==> config.mk <==
export PLATFORM = sky130hd
export DESIGN_NAME = hdlc_status_irq_addr_filter
export DESIGN_NICKNAME = d
export VERILOG_FILES = /design/src/design/hdlc_status_pkg.sv /design/src/design/event_latch.sv /design/src/design/hdlc_status_irq_addr_filter.sv
export SDC_FILE = /design/constraint.sdc
export NUM_CORES = 1
export LEC_CHECK = 0
export BUFFER_PORTS_ARGS = -buffer_cell sky130_fd_sc_hd__buf_4
export CELL_PAD_IN_SITES_DETAIL_PLACEMENT = 0
export CELL_PAD_IN_SITES_GLOBAL_PLACEMENT = 1
export CORE_UTILIZATION = 35
export CTS_BUF_LIST = sky130_fd_sc_hd__clkbuf_4 sky130_fd_sc_hd__clkbuf_8
export DETAILED_ROUTE_END_ITERATION = 10
export GPL_TIMING_DRIVEN = 0
export PLACE_DENSITY_LB_ADDON = 0.2
export SLEW_MARGIN = 20
export SYNTH_ARGS = -nofsm -noshare
export SYNTH_HDL_FRONTEND = slang
export SYNTH_HIERARCHICAL = 1
export SYNTH_SLANG_ARGS = --single-unit
export TNS_END_PERCENT = 20
==> constraint.sdc <==
create_clock -name I_SYS_CLK -period 3.3 [get_ports I_SYS_CLK]
set_input_delay 0.66 -clock I_SYS_CLK [delete_from_list [all_inputs] [get_ports I_SYS_CLK]]
set_output_delay 0.66 -clock I_SYS_CLK [all_outputs]
set_load 0.02 [all_outputs]
==> src/design/hdlc_status_pkg.sv <==
package hdlc_status_pkg;

    // 5-bit register offsets on the 8-bit parallel port
    localparam logic [4:0] STATUS_ADDR = 5'h03;
    localparam logic [4:0] MASK_ADDR = 5'h04;
    localparam logic [4:0] FLAGS_ADDR = 5'h04;
    localparam logic [4:0] RX_DATA_ADDR = 5'h05;
    localparam logic [4:0] ADDR1_ADDR = 5'h06;
    localparam logic [4:0] ADDR2_ADDR = 5'h07;

    // Reset values and the unmapped read value
    localparam logic [7:0] MASK_RESET = 8'h00;
    localparam logic [7:0] ADDR1_RESET = 8'h00;
    localparam logic [7:0] ADDR2_RESET = 8'h00;
    localparam logic [7:0] UNMAPPED_READ = 8'h00;

    // Event bit positions in mask and flag registers
    localparam int EV_COLLISION = 7;
    localparam int EV_RX_END = 6;
    localparam int EV_TX_END = 5;
    localparam int EV_ABORT = 4;
    localparam int EV_TX_LOW = 3;
    localparam int EV_TX_UNDERRUN = 2;
    localparam int EV_RX_FULL = 1;
    localparam int EV_RX_OVERFLOW = 0;

    // Address register fields
    localparam int ADDR_COMPARE_EN_BIT = 0;
    localparam logic [6:0] BROADCAST_ADDR = 7'h7F;

    // Head byte kind codes
    localparam logic [1:0] KIND_PACKET = 2'h0;
    localparam logic [1:0] KIND_FIRST = 2'h1;
    localparam logic [1:0] KIND_LAST_GOOD = 2'h2;
    localparam logic [1:0] KIND_LAST_BAD = 2'h3;

    // Transmit fill codes
    localparam logic [1:0] TXQ_FULL = 2'h0;
    localparam logic [1:0] TXQ_FIVE = 2'h1;
    localparam logic [1:0] TXQ_EMPTY = 2'h2;
    localparam logic [1:0] TXQ_FOUR = 2'h3;

    // Receive fill codes
    localparam logic [1:0] RXQ_EMPTY = 2'h0;
    localparam logic [1:0] RXQ_PART = 2'h1;
    localparam logic [1:0] RXQ_HIGH = 2'h2;
    localparam logic [1:0] RXQ_FULL = 2'h3;

    // Queue levels
    localparam logic [4:0] FIFO_DEPTH = 5'h13;
    localparam logic [4:0] FIFO_LAST = 5'h12;
    localparam logic [4:0] RX_FULL_LEVEL = 5'h0F;
    localparam logic [4:0] TX_LOW_LEVEL = 5'h04;
    localparam logic [4:0] TX_FIVE_LEVEL = 5'h05;

    // Address filter states
    typedef enum logic [3:0] {
        FILT_WAIT = 4'b0001,
        FILT_SECOND = 4'b0010,
        FILT_BODY = 4'b0100,
        FILT_DROP = 4'b1000
    } filter_state_t;

endpackage

==> src/design/event_latch.sv <==
`timescale 1ns/1ps

// One sticky event bit; a set in the clearing cycle survives
module event_latch #(
    parameter logic RESET_VAL = 1'b0
) (
    // Clock and reset
    input wire logic i_clk,
    input wire logic i_rst_n,
    // Control
    input wire logic i_set,
    input wire logic i_clear,
    // State
    output logic o_flag
);

    // Set has priority over clear so no event is lost
    always_ff @(posedge i_clk or negedge i_rst_n) begin
        if (!i_rst_n) begin
            o_flag <= RESET_VAL;
        end else if (i_set) begin
            o_flag <= 1'b1;
        end else if (i_clear) begin
            o_flag <= 1'b0;
        end
    end

endmodule

==> src/design/hdlc_status_irq_addr_filter.sv <==
`timescale 1ns/1ps

module hdlc_status_irq_addr_filter
    import hdlc_status_pkg::*;
(
    // Clock and reset
    input wire logic I_SYS_CLK,
    input wire logic I_RST_N,
    // Host parallel port
    input wire logic [4:0] I_HOST_ADDR,
    input wire logic I_HOST_RD,
    input wire logic I_HOST_WR,
    input wire logic [7:0] I_HOST_WDATA,
    output logic [7:0] O_HOST_RDATA,
    output logic O_HOST_RVALID,
    // Mode and control from the controller
    input wire logic I_TE_MODE,
    input wire logic I_TX_ENABLE,
    input wire logic I_ADDRESS_FILTER_ENABLE,
    // Receiver byte stream and line events
    input wire logic I_RX_BYTE_VALID,
    input wire logic [7:0] I_RX_BYTE,
    input wire logic I_RX_FIRST,
    input wire logic I_RX_LAST,
    input wire logic I_RX_FCS_GOOD,
    input wire logic I_RX_FLAG_SEEN,
    input wire logic I_RX_CLOSE_SEEN,
    input wire logic I_RX_ABORT_SEEN,
    input wire logic I_RX_INVALID,
    input wire logic I_RX_IDLE,
    // Echo check
    input wire logic I_ECHO_VALID,
    input wire logic I_ECHO_BIT,
    input wire logic I_TX_D_BIT,
    // Transmit queue view
    input wire logic [4:0] I_TX_LEVEL,
    input wire logic I_TX_PUSH,
    input wire logic I_TX_POP,
    input wire logic I_TX_POP_END_TAG,
    input wire logic I_TX_FRAME_START,
    input wire logic I_TX_CLOSE_SENT,
    // Outputs to controller and host
    output logic O_IRQ,
    output logic O_RX_ENABLED,
    output logic O_TX_ABORT_REQ,
    output logic O_D_PRIORITY_HIGH
);

    logic [7:0] mask_reg;
    logic [7:0] addr1_reg;
    logic [7:0] addr2_reg;
    logic [7:0] flags;
    logic [7:0] events;
    logic [7:0] eff_mask;
    logic flags_clear;
    logic summary;
    logic [9:0] rx_mem [0:18];
    logic [4:0] wr_ptr_reg;
    logic [4:0] rd_ptr_reg;
    logic [4:0] count_reg;
    logic rx_enabled_reg;
    logic push;
    logic pop;
    logic push_attempt;
    logic overflow_evt;
    logic tx_low_evt;
    logic underrun_evt;
    logic [1:0] rx_fill;
    logic [1:0] tx_fill;
    logic [1:0] head_kind;
    filter_state_t state_reg;
    filter_state_t state_next;
    logic [7:0] stage_data_reg;
    logic [1:0] stage_kind_reg;
    logic stage_valid_reg;
    logic stage_last_reg;
    logic take;
    logic [1:0] new_kind;
    logic match1;
    logic match2;
    logic stage_load;
    logic stage_drop;
    logic [7:0] rd_value;

    // Host write decode
    always_ff @(posedge I_SYS_CLK or negedge I_RST_N) begin
        if (!I_RST_N) begin
            mask_reg <= MASK_RESET;
            addr1_reg <= ADDR1_RESET;
            addr2_reg <= ADDR2_RESET;
        end else if (I_HOST_WR) begin
            unique case (I_HOST_ADDR)
                MASK_ADDR: mask_reg <= I_HOST_WDATA;
                ADDR1_ADDR: addr1_reg <= I_HOST_WDATA;
                ADDR2_ADDR: addr2_reg <= I_HOST_WDATA;
                default: ;
            endcase
        end
    end

    // Event sources
    always_comb begin
        tx_low_evt = I_TX_POP && !I_TX_PUSH
            && I_TX_LEVEL == TX_FIVE_LEVEL;
        underrun_evt = I_TX_POP && !I_TX_PUSH && !I_TX_POP_END_TAG
            && I_TX_LEVEL == 5'h01;
        events = 8'h00;
        events[EV_COLLISION] = I_TE_MODE && I_TX_ENABLE && I_ECHO_VALID
            && (I_ECHO_BIT != I_TX_D_BIT);
        events[EV_RX_END] = I_RX_CLOSE_SEEN || I_RX_ABORT_SEEN
            || I_RX_INVALID;
        events[EV_TX_END] = I_TX_CLOSE_SENT;
        events[EV_ABORT] = I_RX_ABORT_SEEN;
        events[EV_TX_LOW] = tx_low_evt;
        events[EV_TX_UNDERRUN] = underrun_evt;
        events[EV_RX_FULL] = count_reg >= RX_FULL_LEVEL;
        events[EV_RX_OVERFLOW] = overflow_evt;
    end

    // Reading the flag register clears it after the value is captured
    assign flags_clear = I_HOST_RD && I_HOST_ADDR == FLAGS_ADDR;

    genvar gi;
    generate
        for (gi = 0; gi < 8; gi++) begin : g_flag
            event_latch #(.RESET_VAL(1'b0)) u_latch (
                .i_clk(I_SYS_CLK),
                .i_rst_n(I_RST_N),
                .i_set(events[gi]),
                .i_clear(flags_clear),
                .o_flag(flags[gi])
            );
        end
    endgenerate

    // Collision enable is ignored outside TE mode
    always_comb begin
        eff_mask = mask_reg;
        eff_mask[EV_COLLISION] = mask_reg[EV_COLLISION] && I_TE_MODE;
        summary = |(flags & eff_mask);
    end

    // Interrupt line lags the summary bit by one cycle
    always_ff @(posedge I_SYS_CLK or negedge I_RST_N) begin
        if (!I_RST_N) begin
            O_IRQ <= 1'b0;
        end else begin
            O_IRQ <= summary;
        end
    end

    // Abort request and D-channel priority toward the transmitter
    always_ff @(posedge I_SYS_CLK or negedge I_RST_N) begin
        if (!I_RST_N) begin
            O_TX_ABORT_REQ <= 1'b0;
            O_D_PRIORITY_HIGH <= 1'b0;
        end else begin
            O_TX_ABORT_REQ <= underrun_evt;
            if (I_TX_CLOSE_SENT) begin
                O_D_PRIORITY_HIGH <= 1'b0;
            end else if (I_TX_FRAME_START) begin
                O_D_PRIORITY_HIGH <= 1'b1;
            end
        end
    end

    // Address comparison; both compares are skipped when filtering is off
    always_comb begin
        take = I_RX_BYTE_VALID && rx_enabled_reg;
        if (I_RX_FIRST) begin
            new_kind = KIND_FIRST;
        end else if (I_RX_LAST) begin
            new_kind = I_RX_FCS_GOOD ? KIND_LAST_GOOD : KIND_LAST_BAD;
        end else begin
            new_kind = KIND_PACKET;
        end
        match1 = !I_ADDRESS_FILTER_ENABLE
            || !addr1_reg[ADDR_COMPARE_EN_BIT]
            || I_RX_BYTE[7:2] == addr1_reg[7:2];
        match2 = !I_ADDRESS_FILTER_ENABLE
            || !addr2_reg[ADDR_COMPARE_EN_BIT]
            || I_RX_BYTE[7:1] == addr2_reg[7:1]
            || I_RX_BYTE[7:1] == BROADCAST_ADDR;
    end

    // Filter sequencing: one byte is staged until its packet is judged
    always_comb begin
        state_next = state_reg;
        stage_load = 1'b0;
        stage_drop = 1'b0;
        push = 1'b0;
        if (I_RX_ABORT_SEEN || overflow_evt) begin
            state_next = FILT_WAIT;
            stage_drop = 1'b1;
        end else if (take && I_RX_FIRST) begin
            push = stage_valid_reg && state_reg == FILT_BODY;
            if (match1) begin
                stage_load = 1'b1;
                state_next = I_RX_LAST ? FILT_WAIT : FILT_SECOND;
            end else begin
                stage_drop = 1'b1;
                state_next = FILT_DROP;
            end
        end else if (take) begin
            unique case (state_reg)
                FILT_SECOND: begin
                    if (match2) begin
                        push = stage_valid_reg;
                        stage_load = 1'b1;
                        state_next = I_RX_LAST ? FILT_WAIT : FILT_BODY;
                    end else begin
                        stage_drop = 1'b1;
                        state_next = FILT_DROP;
                    end
                end
                FILT_BODY: begin
                    push = stage_valid_reg;
                    stage_load = 1'b1;
                    if (I_RX_LAST) begin
                        state_next = FILT_WAIT;
                    end
                end
                FILT_WAIT, FILT_DROP: ;
            endcase
        end else if (stage_valid_reg && stage_last_reg) begin
            push = 1'b1;
            stage_drop = 1'b1;
        end
    end

    // Filter state and staged byte
    always_ff @(posedge I_SYS_CLK or negedge I_RST_N) begin
        if (!I_RST_N) begin
            state_reg <= FILT_WAIT;
            stage_data_reg <= 8'h00;
            stage_kind_reg <= KIND_PACKET;
            stage_valid_reg <= 1'b0;
            stage_last_reg <= 1'b0;
        end else begin
            state_reg <= state_next;
            if (stage_load) begin
                stage_data_reg <= I_RX_BYTE;
                stage_kind_reg <= new_kind;
                stage_valid_reg <= 1'b1;
                stage_last_reg <= I_RX_LAST;
            end else if (stage_drop) begin
                stage_valid_reg <= 1'b0;
                stage_last_reg <= 1'b0;
            end
        end
    end

    // Receive queue control
    assign pop = I_HOST_RD && I_HOST_ADDR == RX_DATA_ADDR
        && count_reg != 5'h00;
    assign push_attempt = push && rx_enabled_reg;
    assign overflow_evt = take && count_reg == FIFO_DEPTH && !pop;

    // Queue storage; a stored byte keeps its kind beside it
    always_ff @(posedge I_SYS_CLK) begin
        if (push_attempt && (count_reg != FIFO_DEPTH || pop)) begin
            rx_mem[wr_ptr_reg] <= {stage_kind_reg, stage_data_reg};
        end
    end

    // Queue pointers and count
    always_ff @(posedge I_SYS_CLK or negedge I_RST_N) begin
        if (!I_RST_N) begin
            wr_ptr_reg <= 5'h00;
            rd_ptr_reg <= 5'h00;
            count_reg <= 5'h00;
        end else begin
            if (push_attempt && (count_reg != FIFO_DEPTH || pop)) begin
                wr_ptr_reg <= wr_ptr_reg == FIFO_LAST ? 5'h00
                    : wr_ptr_reg + 5'h01;
            end
            if (pop) begin
                rd_ptr_reg <= rd_ptr_reg == FIFO_LAST ? 5'h00
                    : rd_ptr_reg + 5'h01;
            end
            if ((push_attempt && (count_reg != FIFO_DEPTH || pop)) && !pop)
            begin
                count_reg <= count_reg + 5'h01;
            end else if (pop && !push_attempt) begin
                count_reg <= count_reg - 5'h01;
            end
        end
    end

    // Receiver halts on overflow and resumes on the next flag
    always_ff @(posedge I_SYS_CLK or negedge I_RST_N) begin
        if (!I_RST_N) begin
            rx_enabled_reg <= 1'b1;
        end else if (overflow_evt) begin
            rx_enabled_reg <= 1'b0;
        end else if (I_RX_FLAG_SEEN) begin
            rx_enabled_reg <= 1'b1;
        end
    end
    assign O_RX_ENABLED = rx_enabled_reg;

    // Fill and head status codes
    always_comb begin
        head_kind = count_reg == 5'h00 ? KIND_PACKET
            : rx_mem[rd_ptr_reg][9:8];
        if (count_reg == 5'h00) begin
            rx_fill = RXQ_EMPTY;
        end else if (count_reg == FIFO_DEPTH) begin
            rx_fill = RXQ_FULL;
        end else if (count_reg >= RX_FULL_LEVEL) begin
            rx_fill = RXQ_HIGH;
        end else begin
            rx_fill = RXQ_PART;
        end
        if (I_TX_LEVEL >= FIFO_DEPTH) begin
            tx_fill = TXQ_FULL;
        end else if (I_TX_LEVEL == 5'h00) begin
            tx_fill = TXQ_EMPTY;
        end else if (I_TX_LEVEL >= TX_FIVE_LEVEL) begin
            tx_fill = TXQ_FIVE;
        end else begin
            tx_fill = TXQ_FOUR;
        end
    end

    // Read mux; unmapped addresses read as zero
    always_comb begin
        unique case (I_HOST_ADDR)
            STATUS_ADDR: rd_value = {head_kind, rx_fill, tx_fill,
                I_RX_IDLE, summary};
            FLAGS_ADDR: rd_value = {flags[7] && I_TE_MODE, flags[6:0]};
            RX_DATA_ADDR: rd_value = count_reg == 5'h00 ? UNMAPPED_READ
                : rx_mem[rd_ptr_reg][7:0];
            ADDR1_ADDR: rd_value = addr1_reg;
            ADDR2_ADDR: rd_value = addr2_reg;
            default: rd_value = UNMAPPED_READ;
        endcase
    end

    // Read data is registered and valid for one cycle
    always_ff @(posedge I_SYS_CLK or negedge I_RST_N) begin
        if (!I_RST_N) begin
            O_HOST_RDATA <= 8'h00;
            O_HOST_RVALID <= 1'b0;
        end else begin
            O_HOST_RVALID <= I_HOST_RD;
            if (I_HOST_RD) begin
                O_HOST_RDATA <= rd_value;
            end
        end
    end

    AST_TX_EMPTY_CODE: assert property (@(posedge I_SYS_CLK)
        disable iff (!I_RST_N) I_TX_LEVEL == 5'h00 |-> tx_fill == 2'h2)
        else $error("empty tx queue not coded 10");
    AST_READ_CLEARS: assert property (@(posedge I_SYS_CLK)
        disable iff (!I_RST_N) flags_clear && events == 8'h00
        |=> flags == 8'h00) else $error("flag read did not clear");
    AST_OVF_STOPS: assert property (@(posedge I_SYS_CLK)
        disable iff (!I_RST_N) overflow_evt |=> !O_RX_ENABLED
        && flags[0]) else $error("overflow did not stop receiver");
    AST_NT_COLL_ZERO: assert property (@(posedge I_SYS_CLK)
        disable iff (!I_RST_N) flags_clear && !I_TE_MODE
        |=> !O_HOST_RDATA[7]) else $error("collision read in NT");
    AST_IRQ_SUMMARY: assert property (@(posedge I_SYS_CLK)
        disable iff (!I_RST_N) ##1 O_IRQ
        == $past(|(flags & mask_reg & {I_TE_MODE, 7'h7F})))
        else $error("irq not OR of enabled flags");
    AST_RX_FULL: assert property (@(posedge I_SYS_CLK)
        disable iff (!I_RST_N) count_reg >= 5'h0F |=> flags[1])
        else $error("rx full flag missing");
    AST_UNDERRUN_ABORT: assert property (@(posedge I_SYS_CLK)
        disable iff (!I_RST_N) underrun_evt |=> O_TX_ABORT_REQ && flags[2])
        else $error("underrun without abort");
    AST_TX_LOW: assert property (@(posedge I_SYS_CLK)
        disable iff (!I_RST_N) I_TX_PUSH && !flags[EV_TX_LOW]
        |=> !flags[EV_TX_LOW]) else $error("tx low set while filling");
    AST_PRIO_DROP: assert property (@(posedge I_SYS_CLK)
        disable iff (!I_RST_N) I_TX_CLOSE_SENT
        |=> !O_D_PRIORITY_HIGH && flags[5]) else $error("priority kept");
    AST_DROP_NO_STORE: assert property (@(posedge I_SYS_CLK)
        disable iff (!I_RST_N) state_reg == FILT_DROP && !stage_valid_reg
        |-> !push) else $error("dropped packet stored");

endmodule

==> results of run 1 <==
-- final cells by class --
type                    instances  share of cell area, %
repair buffers                 79                   4.35
multi-input cells             438                   27.9
well taps                     435                   4.00
inverters                      21                  0.580
flip-flops and latches        266                   56.0
clock inverters                15                  0.626
plain buffers                  29                  0.966
clock buffers                  62                   5.63
-- synthesized netlist by cell type, types with 9 or more instances --
library cell	instances	area share, %
nor3_1	11	0.48
a221oi_1	10	0.76
clkbuf_1	15	0.49
nand3_1	13	0.57
a21oi_1	16	0.70
edfxtp_1	190	50
mux4_2	40	7.8
mux2i_1	18	1.6
xor2_1	12	0.92
nor4_1	10	0.54
inv_1	21	0.69
ha_1	9	0.98
dfrtp_1	74	16
o211ai_1	10	0.65
a21o_1	11	0.72
nor2_1	45	1.5
xnor2_1	9	0.69
nand2_1	52	1.7
o21ai_0	27	1.2
mux2_2	37	3.6
-- logic make-up after synthesis --
group	count (synthesis)	synth area share [%]
AND/OR/NAND/NOR	180	7.83
adder cells (fa/ha/maj)	10	1.15
buffers and inverters	50	1.74
XOR/XNOR	21	1.60
multiplexers	95	13.0
AO/OA/AOI/OAI	132	8.37
flip-flops	266	66.3
-- timing repair --
item / CTS / global route
hold buffers: 0 / 0
pin swaps: 2 / 4
endpoints found under the setup margin: 189 / 21
gates resized for setup: 6 / 4
setup buffers: 3 / 1
-- through the flow --
step	std cells	hold WS [ns]	power [mW]	cell area [µm²]
after floorplan	754	0.364	5.92	11500
after global placement	1251	0.481	6.70	12500
after detailed placement	1264	0.480	6.77	12700
after CTS	1344	0.210	9.66	13600
after global routing	1345	0.181	10.0	13600
final	1345	0.141	9.55	13600
-- critical path, delay by kind of cell, from the launching register on --
family / cells / cell delay [ns]
AOI/OAI and AO/OA: 6 / 1.31
xor gates and xnor gates: 1 / 0.19
adders and majority gates: 1 / 0.37
buffers and inverters: 1 / 0.21
DFF: 1 / 0.42
and+or+nand+nor: 2 / 0.61
-- path summary, 6_finish.rpt --
kind / startpoint / slack, ns / endpoint / cells after the start
worst max-delay path: addr2_reg[6] / 0.09 / count_reg[4] / 11
worst min-delay path: I_RST_N / 0.14 / rd_ptr_reg[2] / 1
worst max register to register: addr2_reg[6] / 0.09 / count_reg[4] / 11
worst min register to register: O_D_PRIORITY_HIGH / 0.49 / O_D_PRIORITY_HIGH / 2
max in group asynchronous: I_RST_N / 2.61 / O_HOST_RDATA[7] / 1
min in group I_SYS_CLK: I_HOST_RD / 0.24 / O_HOST_RVALID / 1
-- routing by layer --
layer / vias to the layer above / share of wire [%] / track usage [%]
li1: 3221 / - / -
met1: 3566 / 46 / 24.8
met2: 172 / 48 / 29.4
met3: 43 / 4.5 / 3.20
met4: 0 / 1.9 / 5.13
met5: - / 0 / 0
-- report_power, final --
group          switching, mW  total, mW  leakage (nW)  internal [mW]
registers              0.583       4.80          2.65           4.21
clock network           1.33       2.84         0.451           1.51
logic                   1.06       1.92          1.75          0.859
total                   2.97       9.55          4.85           6.58
==> results by group, run 1 <==
Final layout
  – # fillers: around 3000
  – Most frequent cells in the layout: edfxtp_1, dfrtp_1, buf_4, nand2_1, clkbuf_8
  – Final Core Density: between 40% and 50%
  – Max reg flops: 190
  – N_diodes: 0
  – Synthesis-to-layout area growth: 18.4%
  – Commonest non-fill, non-tap cell in the layout: edfxtp_1
  – Multi-input gate area: between 3000 and 4000 µm²
  – Largest reg by FF count: rx_mem
  – Fin nets: 940
  – FF/Latch Area: about 7600 µm²
  – Share of cells above drive strength 1: ~29%

STA
  – Worst setup margin: 0.0899 ns
  – RSZ-0062 raised after global routing: true
  – Slew of the pin with the lowest slew margin: 0.973 ns
  – # setup viols final: 0
  – Min cycle time layout: roughly 3.2 ns
  – Setup TNS: 0 ns
  – Max-slew violations: 0
  – Clock skew: between 0.03 and 0.04 ns
  – Period utilization: between 90% and 100%
  – Final Hold Vio Count: 0
  – Slew HR: 34.8%
  – Fmax: about 310 MHz

Synthesis
  – Ys Warns: 6
  – Post-Synthesis Cells: between 700 and 800
  – Post-synth EDFFs: 190
  – Synth Area per Inst: roughly 15 µm²
  – Main flop type after synthesis: edfxtp_1
  – Syn nets: a little over 800
  – Mapped Area: between 10000 and 15000 µm²
  – Register area share after synthesis: 66.3%
  – Distinct cells, synth: 66
  – Async S/R FF share, synth: about 29%
  – Yosys reg bits: 266

Worst setup path
  – Worst Path Required: between 3 and 4 ns
  – Slowest cell on the critical path: a2111oi_4
  – Arrival @ worst endpoint: ~3.7 ns
  – Kind of critical path: flip-flop to flip-flop
  – Startpoint class of the critical path: flip-flop
  – Worst Path Max Fanout: 4
  – CP Capture Type: flip-flop
  – Crit-path max cell delay: ~0.43 ns
  – Worst path cell trace: xor2_1, nor4_2, a41oi_2, a2111oi_4, clkbuf_8, o21ai_1, ha_1, a21o_1, a21oi_2, or3_1, a311oi_1

Die
  – Die W: around 180 µm
  – Row count: 65
  – Initial Utilization: about 36%
  – Chip height: about 180 µm
  – Die Area: about 34000 µm²
  – Core area: approximately 32000 µm²
  – IO Count: 63

Drt
  – # DRC: 0
  – Avg WL per Cell: 22.0 µm
  – Vias: between 7000 and 8000
  – Total wire length: around 30000 µm
  – Vias per cell: about 5.2
  – Pre-antenna DRT Iters: 4
  – Routed Antenna Nets: 0
  – Iteration-0 DRC count of the detailed router: about 470

Global route
  – Initial antenna violation count: 0
  – Largest net degree at the start of global routing: just under 80
  – Remaining Overflow, GRT: 0
  – Gr usage total: between 10% and 20%
  – Global-route wire length before repair: about 45000 µm
  – Vias in the first global route: between 7000 and 8000

Outcome
  – Status: finished, final reports clean

Hold path
  – Hold Crit Class: input port to async pin

Place
  – Setup WS pre-CTS: -1.19 ns
  – DP HPWL: between 20000 and 25000 µm
  – Buffers on Ports: 62
  – Final RePlAce weighted congestion: ~0.8

Power and ir drop
  – Leak: between 4 and 5 nW
  – Pwr/cell area: 703 nW/µm²
  – VDD IR max: roughly 0.38 mV

CTS
  – CTS Buf Count: between 40 and 50
  – CTS H-tree lvls: 2
  – Clock Path Buffers: 3
  – TritonCTS clock tree: yes
  – Root buffer cell: clkbuf_8
  – Clock Pin Slew Worst Setup and Hold Paths: 0.07 ns
  – Worst-Skew Late Latency: between 0.5 and 0.6 ns
  – # clock sinks: roughly 270

Run
  – Max Cap Violations: 0
No activity file was read; power rests on OpenSTA's default activity.
==> run 2: changes to the inputs <==
- BUFFER_PORTS_ARGS: -buffer_cell sky130_fd_sc_hd__buf_4 -> default
- DONT_BUFFER_PORTS: default -> 1
- GPL_ROUTABILITY_DRIVEN: default -> 0
==> run 2 against run 1 <==
  * Non-clock buffer count down 61
  * Register-to-register slack barely moved
  * Setup slack better by 0.0084 ns
  * Global-route usage grew 0.31 points
  * Highest routed layer unchanged
  * Core utilization shrank 1.1 points
  * Sequential share of layout area up 1.5 points
  * Routed wire length up 0.88%
  * Worst hold slack got worse by 0.026 ns
  * Via count decreased by 0.66%
  * Maximum frequency rose by 0.26%
  * Power grew 1.3%
  * Sequential cell count unchanged
==> results by group, run 2 (synthesized netlist as in run 1, its figures left out) <==
Place
  – Buffers on Ports: 0
  – Placed cell count: roughly 1200
  – DP HPWL: between 20000 and 25000 µm

STA
  – Max-slew violations: 0
  – RSZ-0062 raised after global routing: true
  – Final hold slack: between 0.1 and 0.15 ns
  – Min cycle time layout: approximately 3.2 ns
  – Slew of the pin with the lowest slew margin: roughly 1 ns
  – Period utilization: 97.0%
  – Fmax: around 310 MHz
  – Final Hold Vio Count: 0
  – Slew HR: 33.0%
  – # setup viols final: 0
  – Clock skew: 0.0291 ns

Worst setup path
  – CP top delay family: compound AO/OA/AOI/OAI gates
  – Crit-path max cell delay: approximately 0.63 ns
  – Arrival @ worst endpoint: 3.67 ns
  – CP Capture Type: flip-flop
  – Worst Path Max Fanout: 6
  – Slowest cell on the critical path: dfstp_2
  – Kind of critical path: flip-flop to flip-flop
  – Startpoint class of the critical path: flip-flop
  – Critical path buffers and inverters: 1
  – Worst Path Required: ~3.8 ns
  – Worst path cell trace: and3_2, a31o_2, nor2_1, a2111oi_4, clkbuf_8, o21ai_2, fa_2, a21o_1, a21oi_2, nand3_1, a311oi_1

Drt
  – Pre-antenna DRT Iters: 5
  – Total wire length: a little under 30000 µm
  – Avg WL per Cell: between 20 and 25 µm
  – Vias per cell: between 5 and 6
  – Iteration-0 DRC count of the detailed router: 513
  – Routed Antenna Nets: 0
  – Vias: slightly below 7000
  – # DRC: 0

Final layout
  – Max reg flops: 190
  – Synthesis-to-layout area growth: 15.2%
  – Commonest non-fill, non-tap cell in the layout: edfxtp_1
  – # fillers: 2936
  – Most frequent cells in the layout: edfxtp_1, dfrtp_1, nand2_1, clkbuf_8, mux4_2
  – Largest reg by FF count: rx_mem
  – Layout Cells excl Fill: approximately 1300
  – Share of cells above drive strength 1: 24.5%
  – Fin nets: 880
  – N_diodes: 0

CTS
  – # clock sinks: between 200 and 300
  – Root buffer cell: clkbuf_8
  – Worst-Skew Late Latency: approximately 0.59 ns
  – Clock Path Buffers: 3
  – CTS H-tree lvls: 2
  – TritonCTS clock tree: yes
  – CTS Buf Count: 46
  – Clock Pin Slew Worst Setup and Hold Paths: ~0.06 ns

Hold path
  – Hold Crit Class: input port to flip-flop

Die
  – Die W: about 180 µm
  – Chip height: roughly 180 µm
  – Initial Utilization: a little over a third
  – Die Area: approximately 34000 µm²
  – IO Count: 63
  – Row count: 65
  – Core area: between 30000 and 40000 µm²

Power and ir drop
  – VDD IR max: around 0.34 mV
  – Pwr/cell area: ~730 nW/µm²
  – Leak: ~4.6 nW

Run
  – Max Cap Violations: 0

Outcome
  – Status: finished, final reports clean

Global route
  – Global-route wire length before repair: between 40000 and 50000 µm
  – Vias in the first global route: 7331
  – Initial antenna violation count: 0
  – Gr usage total: approximately 18%
  – Largest net degree at the start of global routing: 77
  – Remaining Overflow, GRT: 0
## run 2: cell count changes in the layout (fill, tap and decap cells not counted), sizes merged
cell         delta
clkbuf          +8
dlygate4sd3     +1
buf            -62
clkinv          +1
## run 2: area by class of cell
class	count	area, µm²	area share (%)
sequential	266	7610	57.5
tap	435	544	4.11
clock buffer	70	838	6.33
clock inverter	16	83.8	0.633
inverter	21	78.8	0.596
buffer	29	131	0.993
timing repair buffer	18	149	1.13
multi-input combinational	438	3800	28.7
## run 2: repair_timing
action / CTS / global route
pin swaps: 3 / 1
setup endpoints to repair: 186 / 26
buffers inserted: 3 / 0
gates resized for setup: 9 / 3
hold buffers: 2 / 0
hold endpoints to repair: 76 / 0
## run 2: final timing paths
path | from | end | slack [ns] | cells after the start
setup / recovery | O_RX_ENABLED | count_reg[4] | 0.1 | 11
hold / removal | I_HOST_RD | O_HOST_RVALID | 0.11 | 0
setup reg to reg | O_RX_ENABLED | count_reg[4] | 0.1 | 11
hold reg to reg | mask_reg[6] | mask_reg[6] | 0.51 | 1
max in group asynchronous | I_RST_N | state_reg[0] | 2.26 | 2
min in group asynchronous | I_RST_N | wr_ptr_reg[1] | 0.67 | 2
## run 2: layer usage
layer / share of wire (%) / vias to the layer above / track usage (%) / wire length, µm
met1: 42 / 3586 / 23.9 / 12700
met5: 0 / - / 0 / 0
met3: 6.2 / 48 / 3.97 / 1850
met4: 2.0 / 0 / 5.33 / 584
met2: 49 / 230 / 30.8 / 14700
li1: - / 3092 / - / -
## run 2: power by group
group / leakage [nW] / internal, mW / switching [mW]
Sequential: 2.65 / 4.21 / 0.598
Combinational: 1.46 / 0.817 / 1.04
Clock: 0.489 / 1.63 / 1.37
## run 2: worst register-to-register path: cells and delay by family, from the launching register on
family,cells,cell delay (ns)
adder cells (fa/ha/maj),1,0.38
AND/OR/NAND/NOR,3,0.45
flip-flops,1,0.63
buffers and inverters,1,0.22
AO/OA/AOI/OAI,6,1.41
## run 2: through the flow
| step | worst slack (ns) | setup TNS [ns] | power, mW | utilization, % | instance area (µm²) |
|---|---|---|---|---|---|
| global route | -0.0573 | -0.0573 | 10.1 | 41.5 | 13200 |
| floorplan | -0.283 | -9.49 | 5.92 | - | 11500 |
| CTS | 0.0270 | 0 | 9.77 | 41.5 | 13200 |
| finish | 0.0983 | 0 | 9.67 | 41.5 | 13200 |
| detailed placement | -1.11 | -94.23 | 6.68 | 38.3 | 12200 |
| global placement | -2.04 | -185.98 | 6.55 | 37.8 | 12000 |
